### config.mk
export PLATFORM = sky130hd
export DESIGN_NAME = fqdbi_driver_flat
export DESIGN_NICKNAME = d
export VERILOG_FILES = /design/src/fqdbi_pkg.sv /design/src/fqdbi_if.sv /design/src/fqdbi_driver.sv /design/src/flat_wrapper.sv
export SDC_FILE = /design/constraint.sdc
export NUM_CORES = 1
export LEC_CHECK = 0
export BUFFER_PORTS_ARGS = -buffer_cell sky130_fd_sc_hd__buf_2
export CORE_MARGIN = 1
export CORE_UTILIZATION = 50
export DETAILED_ROUTE_END_ITERATION = 7
export PLACE_DENSITY = 0.86
export RECOVER_POWER = 50
export SLEW_MARGIN = 20
export SYNTH_ARGS = -nofsm -noshare
export SYNTH_HDL_FRONTEND = slang
export SYNTH_SLANG_ARGS = --single-unit
### constraint.sdc
create_clock -name clk -period 12.6 [get_ports clk]
set_input_delay 1.89 -clock clk [delete_from_list [all_inputs] [get_ports clk]]
set_output_delay 1.89 -clock clk [all_outputs]
set_load 0.02 [all_outputs]
### src/fqdbi_pkg.sv
// Package for the quad-pumped data phase with per-group inversion.
// Assumes both ends and the interface import it.
package fqdbi_pkg;
  // ****************************************
  // Bus shape
  // ****************************************
  localparam int DATA_W = 64;
  localparam int GROUP_W = 16;
  localparam int GROUPS = DATA_W / GROUP_W;
  localparam int BEATS = 4;
  localparam int BEAT_W = 2;
  // ****************************************
  // Timing
  // ****************************************
  localparam int CLK_NS = 10;
  localparam int BEAT_NS = 40;
  localparam int BEAT_CYC = (BEAT_NS + CLK_NS - 1) / CLK_NS;
  localparam int HALF_CYC = BEAT_CYC / 2;
  localparam logic [3:0] HALF_CNT = 4'(HALF_CYC - 1);
  localparam logic [4:0] DBI_LIMIT = 5'(GROUP_W / 2);
  localparam logic [BEAT_W-1:0] LAST_BEAT = BEAT_W'(BEATS - 1);
endpackage

### src/fqdbi_if.sv
// Interface joining the driving end and the receiving end.
// Assumes the bench resolves nothing; every line has one driver here.
`timescale 1ns/10ps
interface fqdbi_if
  import fqdbi_pkg::*;
();
  logic [DATA_W-1:0] data_n;
  logic [GROUPS-1:0] data_strobe_pos_n;
  logic [GROUPS-1:0] data_strobe_neg_n;
  logic [GROUPS-1:0] group_invert_n;
  logic data_valid_n;
  logic data_bus_in_use_n;
  modport driver (output data_n, data_strobe_pos_n, data_strobe_neg_n, group_invert_n,
    data_valid_n, data_bus_in_use_n);
  modport receiver (input data_n, data_strobe_pos_n, data_strobe_neg_n, group_invert_n,
    data_valid_n, data_bus_in_use_n);
endinterface

### src/fqdbi_driver.sv
// Driving end: sends bursts of four 64-bit words with per-group inversion.
// Assumes user holds send_word stable while send_valid and not send_ready.
// Operation
// - Data path is 64 bits, shared
// - Valid low marks each data transfer
// - Four data values per bus period
// - Receiver latches on both strobe falls
// - Each 16-bit group has strobe pair
// - Each group has own inversion line
// - Active inversion means group inverted
// - Inversion line active exactly when inverted
// - Invert when over half bits change
// - Busy held while using data bus
`timescale 1ns/10ps
module fqdbi_driver
  import fqdbi_pkg::*;
(
  input wire logic clk,
  input wire logic rst,
  input wire logic [DATA_W-1:0] send_word,
  input wire logic send_valid,
  output logic send_ready,
  fqdbi_if.driver bus
);
  typedef enum logic [1:0] {FQ_IDLE, FQ_HALF_A, FQ_HALF_B, FQ_DONE} fqdbi_state_type;

  // ****************************************
  // Inversion choice
  // ****************************************
  // Counts lines that would change between two wire levels
  function automatic logic [4:0] fqdbi_changes(input logic [GROUP_W-1:0] a,
    input logic [GROUP_W-1:0] b);
    logic [4:0] n;
    n = '0;
    for (int i = 0; i < GROUP_W; i++)
      n = n + 5'(a[i] ^ b[i]);
    return n;
  endfunction

  // Open states: the sequencer may take a fresh burst here
  function automatic logic fqdbi_is_open(input fqdbi_state_type s);
    logic is_open;
    is_open = (s == FQ_IDLE) || (s == FQ_DONE);
    return is_open;
  endfunction

  // Beat states: a transfer stands on the lines here
  function automatic logic fqdbi_is_beat(input fqdbi_state_type s);
    logic in_beat;
    in_beat = (s == FQ_HALF_A) || (s == FQ_HALF_B);
    return in_beat;
  endfunction

  fqdbi_state_type state;
  fqdbi_state_type next_state;
  logic [3:0] cnt;
  logic [BEAT_W-1:0] beat;
  logic strobe_phase;
  logic [DATA_W-1:0] wire_data;
  logic [GROUPS-1:0] inv_n;
  logic [GROUPS-1:0] spos_n;
  logic [GROUPS-1:0] sneg_n;
  logic valid_n;
  logic busy_n;
  logic ready;
  logic [DATA_W-1:0] plain_level;
  logic [DATA_W-1:0] next_wire;
  logic [GROUPS-1:0] next_inv_n;
  wire open_now = fqdbi_is_open(state);
  wire beat_next = fqdbi_is_beat(next_state);
  wire tick = (cnt == HALF_CNT);

  // Active-low encoding before any inversion
  assign plain_level = ~send_word;

  // Per group: compare against the level now on the lines
  genvar g;
  generate
    for (g = 0; g < GROUPS; g++)
    begin : g_dbi
      wire [GROUP_W-1:0] cur = wire_data[g*GROUP_W +: GROUP_W];
      wire [GROUP_W-1:0] raw = plain_level[g*GROUP_W +: GROUP_W];
      wire flip = fqdbi_changes(cur, raw) > DBI_LIMIT;
      assign next_wire[g*GROUP_W +: GROUP_W] = flip ? ~raw : raw;
      assign next_inv_n[g] = ~flip;
    end
  endgenerate

  // ****************************************
  // Beat sequencer
  // ****************************************
  // Each beat spans two half periods; one strobe falls per beat
  always_comb
  begin
    next_state = state;
    case (state)
      FQ_IDLE: if (send_valid) next_state = FQ_HALF_A;
      FQ_HALF_A: if (tick) next_state = FQ_HALF_B;
      FQ_HALF_B:
        if (tick) next_state = (beat == LAST_BEAT) ? FQ_DONE : FQ_HALF_A;
      FQ_DONE: next_state = send_valid ? FQ_HALF_A : FQ_IDLE;
      default: next_state = FQ_IDLE;
    endcase
  end

  // Word is taken on the idle or done edge, or at the end of each beat but the last
  wire load = (open_now && send_valid) ||
    (state == FQ_HALF_B && tick && beat != LAST_BEAT);
  wire fall = (state == FQ_HALF_A && tick);

  // State register
  always_ff @(posedge clk or posedge rst)
  begin
    if (rst)
      state <= FQ_IDLE;
    else
      state <= next_state;
  end

  // Half period counter restarts on each taken word so beats stay aligned
  always_ff @(posedge clk or posedge rst)
  begin
    if (rst)
      cnt <= '0;
    else
      cnt <= (load || tick) ? '0 : cnt + 4'h1;
  end

  // Beat index and strobe phase; four falls per burst leave the phase as it began
  always_ff @(posedge clk or posedge rst)
  begin
    if (rst)
    begin
      beat <= '0;
      strobe_phase <= 1'b0;
    end
    else
    begin
      if (load && open_now)
        beat <= '0;
      else if (load)
        beat <= beat + BEAT_W'(1);
      if (fall)
        strobe_phase <= ~strobe_phase;
    end
  end

  // ****************************************
  // Line flops
  // ****************************************
  // Data and inversion lines change only when a word is taken
  always_ff @(posedge clk or posedge rst)
  begin
    if (rst)
    begin
      wire_data <= '1;
      inv_n <= '1;
    end
    else if (load)
    begin
      wire_data <= next_wire;
      inv_n <= next_inv_n;
    end
  end

  // Ready pulses one cycle after each taken word, telling the user to move on
  always_ff @(posedge clk or posedge rst)
  begin
    if (rst)
      ready <= 1'b0;
    else
      ready <= load;
  end

  // Strobe pairs: all groups fall together, pos and neg in turn
  always_ff @(posedge clk or posedge rst)
  begin
    if (rst)
    begin
      spos_n <= '1;
      sneg_n <= '1;
    end
    else if (fall)
    begin
      spos_n <= {GROUPS{strobe_phase}};
      sneg_n <= {GROUPS{~strobe_phase}};
    end
  end

  // Valid and busy follow the next state so they line up with the data lines
  always_ff @(posedge clk or posedge rst)
  begin
    if (rst)
    begin
      valid_n <= 1'b1;
      busy_n <= 1'b1;
    end
    else
    begin
      valid_n <= ~beat_next;
      busy_n <= (next_state == FQ_IDLE);
    end
  end

  // ****************************************
  // Pin drive
  // ****************************************
  // Every pin and send_ready come straight from a flop
  assign send_ready = ready;
  assign bus.data_n = wire_data;
  assign bus.group_invert_n = inv_n;
  assign bus.data_strobe_pos_n = spos_n;
  assign bus.data_strobe_neg_n = sneg_n;
  assign bus.data_valid_n = valid_n;
  assign bus.data_bus_in_use_n = busy_n;
endmodule // fqdbi_driver

### src/flat_wrapper.sv
// flat-port wrapper written by rule: the top's interface ports become plain ports
module fqdbi_driver_flat import fqdbi_pkg::*;
  (clk, rst, send_word, send_valid, send_ready, bus_data_n, bus_data_strobe_pos_n, bus_data_strobe_neg_n, bus_group_invert_n, bus_data_valid_n, bus_data_bus_in_use_n);
  fqdbi_if bus_i ();
  input wire logic clk;
  input wire logic rst;
  input wire logic [DATA_W-1:0] send_word;
  input wire logic send_valid;
  output logic send_ready;
  output wire logic [$bits(bus_i.data_n)-1:0] bus_data_n;
  output wire logic [$bits(bus_i.data_strobe_pos_n)-1:0] bus_data_strobe_pos_n;
  output wire logic [$bits(bus_i.data_strobe_neg_n)-1:0] bus_data_strobe_neg_n;
  output wire logic [$bits(bus_i.group_invert_n)-1:0] bus_group_invert_n;
  output wire logic [$bits(bus_i.data_valid_n)-1:0] bus_data_valid_n;
  output wire logic [$bits(bus_i.data_bus_in_use_n)-1:0] bus_data_bus_in_use_n;
  assign bus_data_n = bus_i.data_n;
  assign bus_data_strobe_pos_n = bus_i.data_strobe_pos_n;
  assign bus_data_strobe_neg_n = bus_i.data_strobe_neg_n;
  assign bus_group_invert_n = bus_i.group_invert_n;
  assign bus_data_valid_n = bus_i.data_valid_n;
  assign bus_data_bus_in_use_n = bus_i.data_bus_in_use_n;
  fqdbi_driver u_core (.clk(clk), .rst(rst), .send_word(send_word), .send_valid(send_valid), .send_ready(send_ready), .bus(bus_i));
endmodule
==> results.md, run 1 <==
- Counting flops and latches in the post-synthesis netlist gives about 80.
- The residual antenna-violating net count after detailed routing is 0.
- The critical path's top delay family is adder cells.
- The initial antenna violation count is 0.
- The reported max-cap violation count is 3.
- The smallest clock period supported by the final layout is computed as 6.76 ns.
- The slowest stage of the critical path is the sky130_fd_sc_hd__o211ai_1 cell.
- The critical path's largest stage delay is approximately 0.67 ns.
- The deepest clock path buffer count is 2.
- The final reports fail on max-capacitance violations, max-slew violations.
- The maximum fanout count along the critical path is 11.
- The first global-routing pass estimated 22.3 mm of wire.
- The final routed wirelength across all metal layers is 13.2 mm.
- At the end of routability-driven placement, the weighted congestion stood at 0.821.
- The post-synth net total is about 770.
- The core outline area is 0.0120 mm2.
- Setup violations remaining at the end of the flow were counted as 0.
- The post-synthesis instance area is ~0.006 mm2.
- The class of the most critical hold timing path is reg2reg.
- The floorplan has 40 rows.
- The number of clock buffers inserted by TritonCTS is 9.
- Summing over every cut layer, the via total after detailed routing is 4718.
- The die covers 0.0127 mm2.
- In the post-synthesis netlist, the biggest area contributors are sky130_fd_sc_hd__dfstp_2 31%, sky130_fd_sc_hd__fa_1 13%, sky130_fd_sc_hd__xnor2_1 11%.
- STA classifies the critical path startpoint as a primary input.
- The critical path goes through buf_2 > xor2_1 > fa_1 > inv_1 > fa_1 > fa_1 > inv_1 > fa_1 > inv_1 > ha_1 > inv_1 > fa_1 > nor4bb_1 > nor3_1 > o211ai_1 > buf_4 > xnor2_1 > a21oi_1.
- The via count of the first global-routing pass is 4838.
- Dividing the detail-routed wire length by the instance count gives 14.5 um.
- The sequential-to-total area share from yosys stat is 0.349.
- The layout overhead on the synthesized area is 15.7%.
- The average cell area after synthesis is 9.73 um2.
- The width of the die is 113 um.
- The number of setup buffers added after CTS is 0.
- For the worst-skew pair, the clock arrives at the later sink with an insertion delay of 0.35 ns.
- The proportion of register bits with asynchronous set or reset after synthesis is 1.00.
- The chip height is 113 um.
- The count of buffer and inverter cells on the critical path is 6.
- The DRC violation count after routing is 0.
- Measured against its own limit, the worst slew margin works out to -0.702.
- The first detailed-routing pass ran for 6 iterations.
- The run finished, with violations left.
- The repair_antennas step left the layout with diodes totalling 0.
- The multi-input combinational cell area is 0.00356 mm2.
- Derived from the worst setup path, the maximum achievable clock frequency is 0.148 GHz.
- TritonCTS built the clock tree.
- In this run, distinct cell masters in the synthesized netlist total 48.
- The endpoint arrival time on the critical path is 6.96 ns.
- Post-CTS repair changed the size of 0 cells.
- The tree built by TritonCTS fans out to 82 sinks.
- The H-tree depth is 3.
- Setup repair after global routing left no endpoint under its margin.
- The clock-pin slew on the worst setup and hold paths is 0.06 ns.
- The overall global routing resource usage is 0.219.
- The share of synthesized area in the top cell type comes to 0.308.
- Input and output buffers added on the ports amount to 145.
- The number of enable flip-flop cells after synthesis is 0.
- The total overflow left after global routing is 0.
- The net count of the finished layout is approximately 890.
- The library cell occupying the most area in the post-synthesis netlist is sky130_fd_sc_hd__dfstp_2.
- After filler insertion, the fill cell instance count of the layout stands at 1040.
- The worst setup path category is in2reg.
- By instance count, the cell type seen most on the critical path is sky130_fd_sc_hd__fa_1.
- The flip-flop cell with the highest count after synthesis is sky130_fd_sc_hd__dfstp_2.
- The hold buffer count at cts is 0.
- The root buffer selected by CTS is sky130_fd_sc_hd__clkbuf_16.
- Of the cells placed in the final design, the portion with a size suffix greater than 1 is 0.289.
- In this run, the number of DRC markers left after iteration 0 of detailed routing was 286.
- The portion of the clock cycle consumed by the worst path in the final layout is 0.536.
- The Yosys step of the flow raised 0 warnings.
- For the pin with the worst max-slew slack, the measured transition is 2.55 ns.
- The endpoint kind of the worst setup timing path is a flop.
- After technology mapping, the gate count stands at 631.
- The maximum number of pins on one net before global-route repair is 71.
- The sequential cells in the finished layout cover a total of 0.00214 mm2.
- Summed over all failing endpoints, the final setup total negative slack is 0 ns.
- The clock arrives with 0.0100 ns of skew.
- After detailed routing, the number of vias per cell comes to 5.20.
- The post-DP HPWL is 9.56 mm.
- The hold violation count in the final report is 0.
- During I/O placement, the number of pins put on the boundary was ~150.
- In the synthesized netlist, the cells that appear most often are 78 x sky130_fd_sc_hd__nor2_1, 78 x sky130_fd_sc_hd__xnor2_1, 72 x sky130_fd_sc_hd__dfstp_2.
- The initial core utilization is 0.511.
- The worst path required time is 12.80 ns.
- The number of pins exceeding their max-slew limit in the final report is 156.
==> layout by cell type, fill, tap and decap left out, drive strengths merged, types with 4 or more instances in the layout <==
cell      n
buf     123
nor2     79
xnor2    78
dfstp    72
a21oi    55
inv      53
fa       40
clkbuf   40
ha       28
nand2    27
xor2     22
nor3     21
o21ai    20
a31oi    18
nor4     16
or3      16
dfrtp    10
nor4bb    4
==> stage by stage <==
step	std cells	utilization	instance area [um2]	worst slack, ns	hold WS (ns)
detailed placement	892	0.572	6870	5.59	0.471
finish	908	0.592	7110	5.84	0.476
CTS	908	0.595	7150	5.92	0.477
global placement	892	0.572	6870	5.77	0.461
floorplan	631	-	6140	6.47	0.443
global route	908	0.592	7110	5.63	0.490
==> state kept, by name, indices dropped and copies added, names as in the netlist, 2 cells and up <==
signal and flops:
u_core.beat 2, u_core.bus.data_n 64, u_core.bus.group_invert_n 4, u_core.cnt 4, u_core.state 2
==> logic make-up (layout without fill, tap and decap cells) <==
kind of cell	count (synthesis)	count (layout)	synth area share
fa+ha+maj	68	68	0.187
xor+xnor	100	100	0.143
simple gates	176	176	0.139
flops	82	82	0.349
buf+inv	92	222	0.0713
compound gates	109	109	0.104
mux	4	4	0.00754
==> worst paths after layout <==
path                            slack, ns                         startpoint                                           to  cells after the start
worst max-delay path                 5.84                      send_word[15]            u_core.bus.data_n[11]$_DFFE_PP1P_                     18
worst min-delay path                 0.48    u_core.strobe_phase$_DFFE_PP0P_  u_core.bus.data_strobe_neg_n[0]$_DFFE_PP1P_                      1
worst max register to register       7.01  u_core.bus.data_n[15]$_DFFE_PP1P_            u_core.bus.data_n[11]$_DFFE_PP1P_                     17
worst min register to register       0.48    u_core.strobe_phase$_DFFE_PP0P_  u_core.bus.data_strobe_neg_n[0]$_DFFE_PP1P_                      1
max in group asynchronous            7.67                                rst                  u_core.send_ready$_DFF_PP0_                      3
min in group asynchronous            2.40                                rst            u_core.bus.data_n[18]$_DFFE_PP1P_                      2
==> worst reg2reg max path, delay by kind of cell, from the launching register on <==
kind	cells	cell delay, ns
buffers and inverters	5	0.60
DFF	1	0.55
AOI/OAI and AO/OA	2	0.77
xor gates and xnor gates	2	0.26
adders and majority gates	6	2.81
and+or+nand+nor	2	0.45
==> routing by layer <==
layer	track usage	wire, um	up-vias
met5	0	0	-
met4	0.0924	332	0
met3	0.0461	613	28
met2	0.377	6720	127
met1	0.267	5500	2231
li1	-	-	2332
==> final cells by class <==
class,instances,area share
tap,147,0.0259
inverter,55,0.0294
clock buffer,12,0.0361
clock inverter,4,0.00370
multi-input combinational,457,0.501
sequential,82,0.301
timing repair buffer,151,0.103
Power of run 1 is left out: the tool's default activity adds up to more than one toggle a clock period on the data nets, which glitch-free logic cannot reach.
==> run 2, diff against run 1 <==
==> constraint.sdc (replaced) <==
create_clock -name clk -period 6.4 [get_ports clk]
set_input_delay 0.96 -clock clk [delete_from_list [all_inputs] [get_ports clk]]
set_output_delay 0.96 -clock clk [all_outputs]
set_load 0.02 [all_outputs]
==> results.md, run 2 (synthesis gave the netlist of run 1 again) <==
- The run finished, with violations left.
- The checks that failed: max-capacitance violations, max-slew violations.
- The number of setup violations in the final report is 0.
- The chip height is around 110 um.
- The library cells used most frequently in the layout, excluding fill and tap cells, are 114 x sky130_fd_sc_hd__buf_2, 78 x sky130_fd_sc_hd__nor2_1, 78 x sky130_fd_sc_hd__xnor2_1.
- 146 I/O pins were placed.
- The global-route wire length before repair is 21.9 mm.
- The root buffer selected by CTS is sky130_fd_sc_hd__clkbuf_16.
- Before antenna repair, the detailed router went through 5 iterations.
- In the routed design, unresolved DRC markers number 0.
- The post-DP HPWL is 9.61 mm.
- The hold violation count in the final report was 0.
- The category of the worst setup path launch point is a primary input.
- The maximum number of pins on one net before global-route repair is 84.
- The portion of the clock cycle consumed by the worst path in the final layout is 0.830.
- The number of diodes is 0.
- The critical path's largest stage delay is about 0.69 ns.
- The residual antenna-violating net count after detailed routing is 0.
- The critical path crosses 16 cells after its start point.
- Setup slack on the worst reg-to-reg path comes out at 1.37 ns.
- The worst path required time is 6.65 ns.
- The via count of the first global-routing pass is 4794.
- The hold path startpoint is u_core.strobe_phase$_DFFE_PP0P_.
- Dividing the detail-routed via count by the number of cells gives 5.33.
- The count of cells resized by post-cts repair is 0.
- The class of the most critical hold timing path is reg2reg.
- For the worst-skew pair, the clock arrives at the later sink with an insertion delay of 0.34 ns.
- The capture point of the worst reg-to-reg path is u_core.bus.data_n[62]$_DFFE_PP1P_.
- The capture point of the critical path is u_core.bus.data_n[62]$_DFFE_PP1P_.
- The hold buffer count at cts is 0.
- The initial utilization of the core area, before any placement, comes to 0.511.
- By instance count, the cell type seen most on the critical path is sky130_fd_sc_hd__fa_1.
- The number of pins exceeding their max-slew limit in the final report is 82.
- The critical path goes through buf_2 > xor2_1 > fa_1 > inv_1 > fa_1 > fa_1 > inv_1 > fa_1 > inv_1 > ha_1 > inv_1 > fa_1 > nor3b_2 > a32o_1 > nor4_1 > nor3_1.
- Among all stages on the critical path, the largest delay is contributed by sky130_fd_sc_hd__a32o_1.
- At the end of routability-driven placement, the weighted congestion stood at 0.814.
- The kind of cell with the highest combined delay along the critical path is adder cells.
- The top metal layer carrying routed signals is met4.
- The final routed wire length divided by cell count is around 14 um.
- The leading cell type in the layout, fill and taps excluded is sky130_fd_sc_hd__buf_2.
- Buffers added to address setup during post-CTS repair amount to 0.
- The fraction of layout cells with a size suffix above 1 is 0.284.
- Together, buffers and inverters on the worst path number 5.
- The routed layout has 4847 vias.
- The die is 113 um wide.
- The number of flip-flops in the largest register is 64.
- The final layout net count is 893.
- The first element of the critical path is send_word[63].
- Based on the critical path, the design can be clocked at up to 0.188 GHz.
- The setup total negative slack is 0 ns.
- The total length of routed met2 wires is 6.68 mm.
- The wire length on met3 is 591 um.
- Clock-pin slew was measured on the worst setup and hold paths at 0.06 ns.
- Across every metal layer, demand over resource in global routing totals 0.215.
- The layout overhead on the synthesized area is 16.6%.
- In this run the standard cell core region covers around 0.012 mm2.
- The die covers approximately 0.013 mm2.
- The detailed router put a total of between 5 and 6 mm of wire on met1.
- For this run the aggregate overflow at the end of global routing stands at 0.
- The final period demand of the worst path is 5.31 ns.
- The initial antenna violation count was 0.
- The maximum fanout count along the critical path is 16.
- The H-tree depth is 3.
- The total clock sinks is 82.
- Setup repair after global routing left no endpoint under its margin.
- Measured against its own limit, the worst slew margin works out to -1.08.
- The reported max-cap violation count is 2.
- The TritonCTS clock tree is done.
- The worst setup path category is in2reg.
- The number of clock buffers inserted by TritonCTS is 9.
- The number of input and output port buffers inserted is 145.
- The slew at the pin closest to its max-slew limit is 3.11 ns.
- The deepest clock path buffer count is 2.
- The number of inserted filler cells in the final layout is 1035.
- The final routed wirelength across all metal layers is ~13 mm.
- For the worst setup path, the data arrival time is 5.56 ns.
- The floorplan has 40 rows.
- The worst register-to-register path has a depth of 15.
- The first routing iteration left 279 violations.
- The startpoint of the worst register-to-register path is u_core.bus.data_n[63]$_DFFE_PP1P_.
- The endpoint kind of the worst setup timing path is a flop.
- The worst setup skew after layout is just under 0.007 ns.
run 2: how the worst min path moves through the flow:
stage | endpoint | cells after the start | slack, ns
5_1_grt | u_core.strobe_phase$_DFFE_PP0P_ | 1 | 0.51
3_3_place_gp | u_core.bus.group_invert_n[1]$_DFFE_PP1P_ | 2 | 0.46
2_1_floorplan | u_core.bus.data_strobe_neg_n[0]$_DFFE_PP1P_ | 1 | 0.44
3_5_place_dp | u_core.bus.data_strobe_neg_n[0]$_DFFE_PP1P_ | 1 | 0.48
6_report | u_core.bus.data_strobe_neg_n[0]$_DFFE_PP1P_ | 1 | 0.48
4_1_cts | u_core.bus.data_strobe_neg_n[0]$_DFFE_PP1P_ | 1 | 0.48
run 2: cell type report:
class                           count  area (um2)  area share
Multi-Input combinational cell    457        3550       0.496
Sequential cell                    82        2140       0.299
Timing Repair Buffer              153         743       0.104
Clock buffer                       15         298      0.0416
Inverter                           55         210      0.0294
Tap cell                          147         184      0.0257
Clock inverter                      1        30.0     0.00419
run 2: per-layer routing:
metal / global-route usage / up-vias
li1: - / 2335
met3: 0.0396 / 19
met4: 0.0889 / 0
met5: 0 / -
met2: 0.379 / 141
met1: 0.258 / 2352
run 2: through the flow:
step | std cells | utilization | hold WS [ns] | area [um2] | worst slack [ns]
final | 910 | 0.596 | 0.478 | 7160 | 1.09
after global routing | 910 | 0.596 | 0.506 | 7160 | 0.824
after CTS | 910 | 0.601 | 0.484 | 7220 | 1.10
after detailed placement | 894 | 0.574 | 0.475 | 6890 | 0.744
after global placement | 894 | 0.573 | 0.461 | 6880 | 0.869
after floorplan | 631 | - | 0.443 | 6140 | 1.20
Power of run 2 is left out for the same reason.
==> run 3, diff against run 2 <==
--- a/config.mk
+++ b/config.mk
@@ -9,7 +9,7 @@
 export CORE_MARGIN = 1
 export CORE_UTILIZATION = 50
 export DETAILED_ROUTE_END_ITERATION = 7
-export PLACE_DENSITY = 0.86
+export PLACE_DENSITY = 0.89
 export RECOVER_POWER = 50
 export SLEW_MARGIN = 20
 export SYNTH_ARGS = -nofsm -noshare
==> constraint.sdc (replaced) <==
create_clock -name clk -period 4.7 [get_ports clk]
set_input_delay 0.705 -clock clk [delete_from_list [all_inputs] [get_ports clk]]
set_output_delay 0.705 -clock clk [all_outputs]
set_load 0.02 [all_outputs]
==> results.md, run 3 (synthesis gave the netlist of run 1 again) <==
- Counting along the longest clock path gives a buffer depth of 2.
- Dividing the detail-routed wire length by the instance count gives 17.2 um.
- The flow ran to the end, but the final reports show violations.
- The number of flip-flops in the largest register is 64.
- Entering global routing, the biggest net connects roughly 120 pins.
- The clock latency of the later-clocked register in the worst-skew pair is 0.35 ns.
- Across the run, the number of max-cap violations was 1.
- The total clock sinks is 82.
- The chip height is 113 um.
- The root buffer selected by CTS is sky130_fd_sc_hd__clkbuf_16.
- The number of clock buffers added by TritonCTS is 9.
- The final period demand of the worst path is between 4 and 5 ns.
- Clock skew on the completed layout was measured at 0.00722 ns.
- The worst setup path category is reg2reg.
- Setup slack on the critical path of the routed design comes to -0.0568 ns.
- The total die area is 0.0127 mm2.
- The first detailed-routing pass ran for 6 iterations.
- STA puts the critical path data required time at 4.97 ns.
- During placement, the flow inserted port buffers numbering 145.
- In this run the tightest slew margin relative to its limit is -0.635.
- In the final layout, the share of cells above drive strength 1 is 0.499.
- For this block, the via count after detailed routing is 5377.
- The via count of the first global-routing pass is 5260.
- The worst hold path belongs to the class reg2reg.
- The global-route wire length before repair is 24.7 mm.
- The slew at the pin closest to its max-slew limit is roughly 2.4 ns.
- The number of pins exceeding their max-slew limit in the final report is 56.
- The worst register-to-register path begins at u_core.bus.data_n[50]$_DFFE_PP1P_.
- The floorplan has 40 rows.
- The number of antenna diodes in the final layout is 0.
- The final layout net count is 964.
- The TritonCTS clock tree is done.
- The leading cell type in the layout, fill and taps excluded is sky130_fd_sc_hd__buf_2.
- The most critical setup path has its startpoint at u_core.bus.data_n[50]$_DFFE_PP1P_.
- Setup violations remaining at the end of the flow were counted as 32.
- The residual antenna-violating net count after detailed routing is 0.
- The number of design-rule violations left by the first detailed-router iteration is 377.
- The endpoint kind of the worst setup timing path is a flop.
- The overall global routing resource usage is 0.247.
- Leaving out fill and tap cells, the most frequent cells in the layout are 138 x sky130_fd_sc_hd__buf_2, 76 x sky130_fd_sc_hd__nor2_1, 72 x sky130_fd_sc_hd__dfstp_2.
- Counting the fill cells in the layout gives 786.
- Summed over all layers, the routed wires come to 16.9 mm.
- Along the worst path, the maximum fanout reaches 8.
- STA classifies the critical path startpoint as a flop.
- The portion of the clock cycle consumed by the worst path in the final layout is 1.01.
- For this run, design rule violations remaining after detail routing come to 2.
- For the worst setup path, the data arrival time is about 5 ns.
- The checks that failed: design-rule violations, max-capacitance violations, max-slew violations, negative setup slack.
- Based on the critical path, the design can be clocked at up to 0.210 GHz.
- The area after detailed placement is 0.00728 mm2.
- The weighted congestion at the end of routability-driven global placement is 0.815.
- The initial antenna violation count was 0.
- The core outline area is between 0.01 and 0.015 mm2.
- The width of the die is 113 um.
- Setup repair after global routing could not meet its margin everywhere.
- In this run the most critical hold path is launched from u_core.strobe_phase$_DFFE_PP0P_.
- The post-DP HPWL is around 10 mm.
- The hold buffer count at cts is 0.
- The initial utilization of the core area, before any placement, comes to 0.511.
- In this run the count of I/O pins placed on the die edge is roughly 150.
- The average vias per placed instance is 5.48.
- Once layout is done, the placed cells without fillers occupy 0.00868 mm2.
- Summed over all layers, the global routing overflow is 0.
- The layout overhead on the synthesized area is 41.4%.
- The hold violation count in the final report is 0.
- After clock tree synthesis, the clock-pin slew on the worst setup and hold paths is 0.07 ns.
- The H-tree depth is 3.
[run 3: cell count changes in the layout (fill, tap and decap cells not counted), sizes merged]
cell      before  now
clkinv         0    1
clkbuf        47   21
mux2           2    4
buf          121  213
bufinv         1    0
clkinvlp       1    4
[run 3: what timing repair did]
action,4_1_cts,5_1_grt
cloned,3,3
buffers inserted,13,14
endpoints found under the setup margin,45,68
resized for setup,31,116
pin swaps,23,41
[run 3: stage by stage]
stage	setup TNS (ns)	instances	setup slack, ns	hold slack (ns)	util
detailed placement	-21.84	932	-0.414	0.473	0.606
floorplan	0	631	0.00269	0.443	-
CTS	-0.0158	964	-0.00721	0.482	0.653
global route	-9.47	981	-0.194	0.526	0.723
finish	-0.640	981	-0.0568	0.501	0.723
global placement	-15.10	932	-0.309	0.472	0.606
[run 3: worst max-delay path, stage by stage, from the launching register on]
cell,delay (ns)
sky130_fd_sc_hd__dfstp_2,0.57
sky130_fd_sc_hd__xnor2_2,0.09
sky130_fd_sc_hd__fa_1,0.57
sky130_fd_sc_hd__fa_1,0.45
sky130_fd_sc_hd__fa_1,0.58
sky130_fd_sc_hd__inv_2,0.05
sky130_fd_sc_hd__fa_1,0.53
sky130_fd_sc_hd__inv_1,0.05
sky130_fd_sc_hd__ha_2,0.18
sky130_fd_sc_hd__inv_2,0.05
sky130_fd_sc_hd__fa_1,0.44
sky130_fd_sc_hd__nand3b_1,0.13
sky130_fd_sc_hd__nand2_2,0.08
sky130_fd_sc_hd__a32o_2,0.25
sky130_fd_sc_hd__buf_12,0.15
sky130_fd_sc_hd__buf_6,0.12
sky130_fd_sc_hd__nor4_4,0.29
sky130_fd_sc_hd__nor3_2,0.09
[run 3: area by class of cell]
class	instances	area [um2]	area share
clock inverters	4	27.5	0.00317
inverters	55	210	0.0242
clock buffers	12	256	0.0295
well taps	147	184	0.0212
flip-flops and latches	82	2140	0.247
multi-input cells	459	4360	0.502
repair buffers	222	1500	0.173
[run 3: layer usage]
layer | GRT usage | up-vias | wire length [um]
li1 | - | 2483 | -
met4 | 0.116 | 0 | 612
met5 | 0 | - | 0
met3 | 0.0396 | 56 | 837
met1 | 0.296 | 2623 | 6500
met2 | 0.435 | 215 | 8930
[run 3: path summary, 6_finish.rpt]
| path | end | slack [ns] | cells past startpoint |
|---|---|---|---|
| max | u_core.bus.data_n[49]$_DFFE_PP1P_ | -0.06 | 17 |
| min | u_core.bus.data_strobe_neg_n[0]$_DFFE_PP1P_ | 0.50 | 1 |
| max reg2reg | u_core.bus.data_n[49]$_DFFE_PP1P_ | -0.06 | 17 |
| min reg2reg | u_core.bus.data_strobe_neg_n[0]$_DFFE_PP1P_ | 0.50 | 1 |
| max in group asynchronous | u_core.cnt[3]$_DFF_PP0_ | 1.54 | 3 |
| min in group asynchronous | u_core.bus.data_n[48]$_DFFE_PP1P_ | 1.68 | 2 |
Power of run 3 is left out for the same reason.
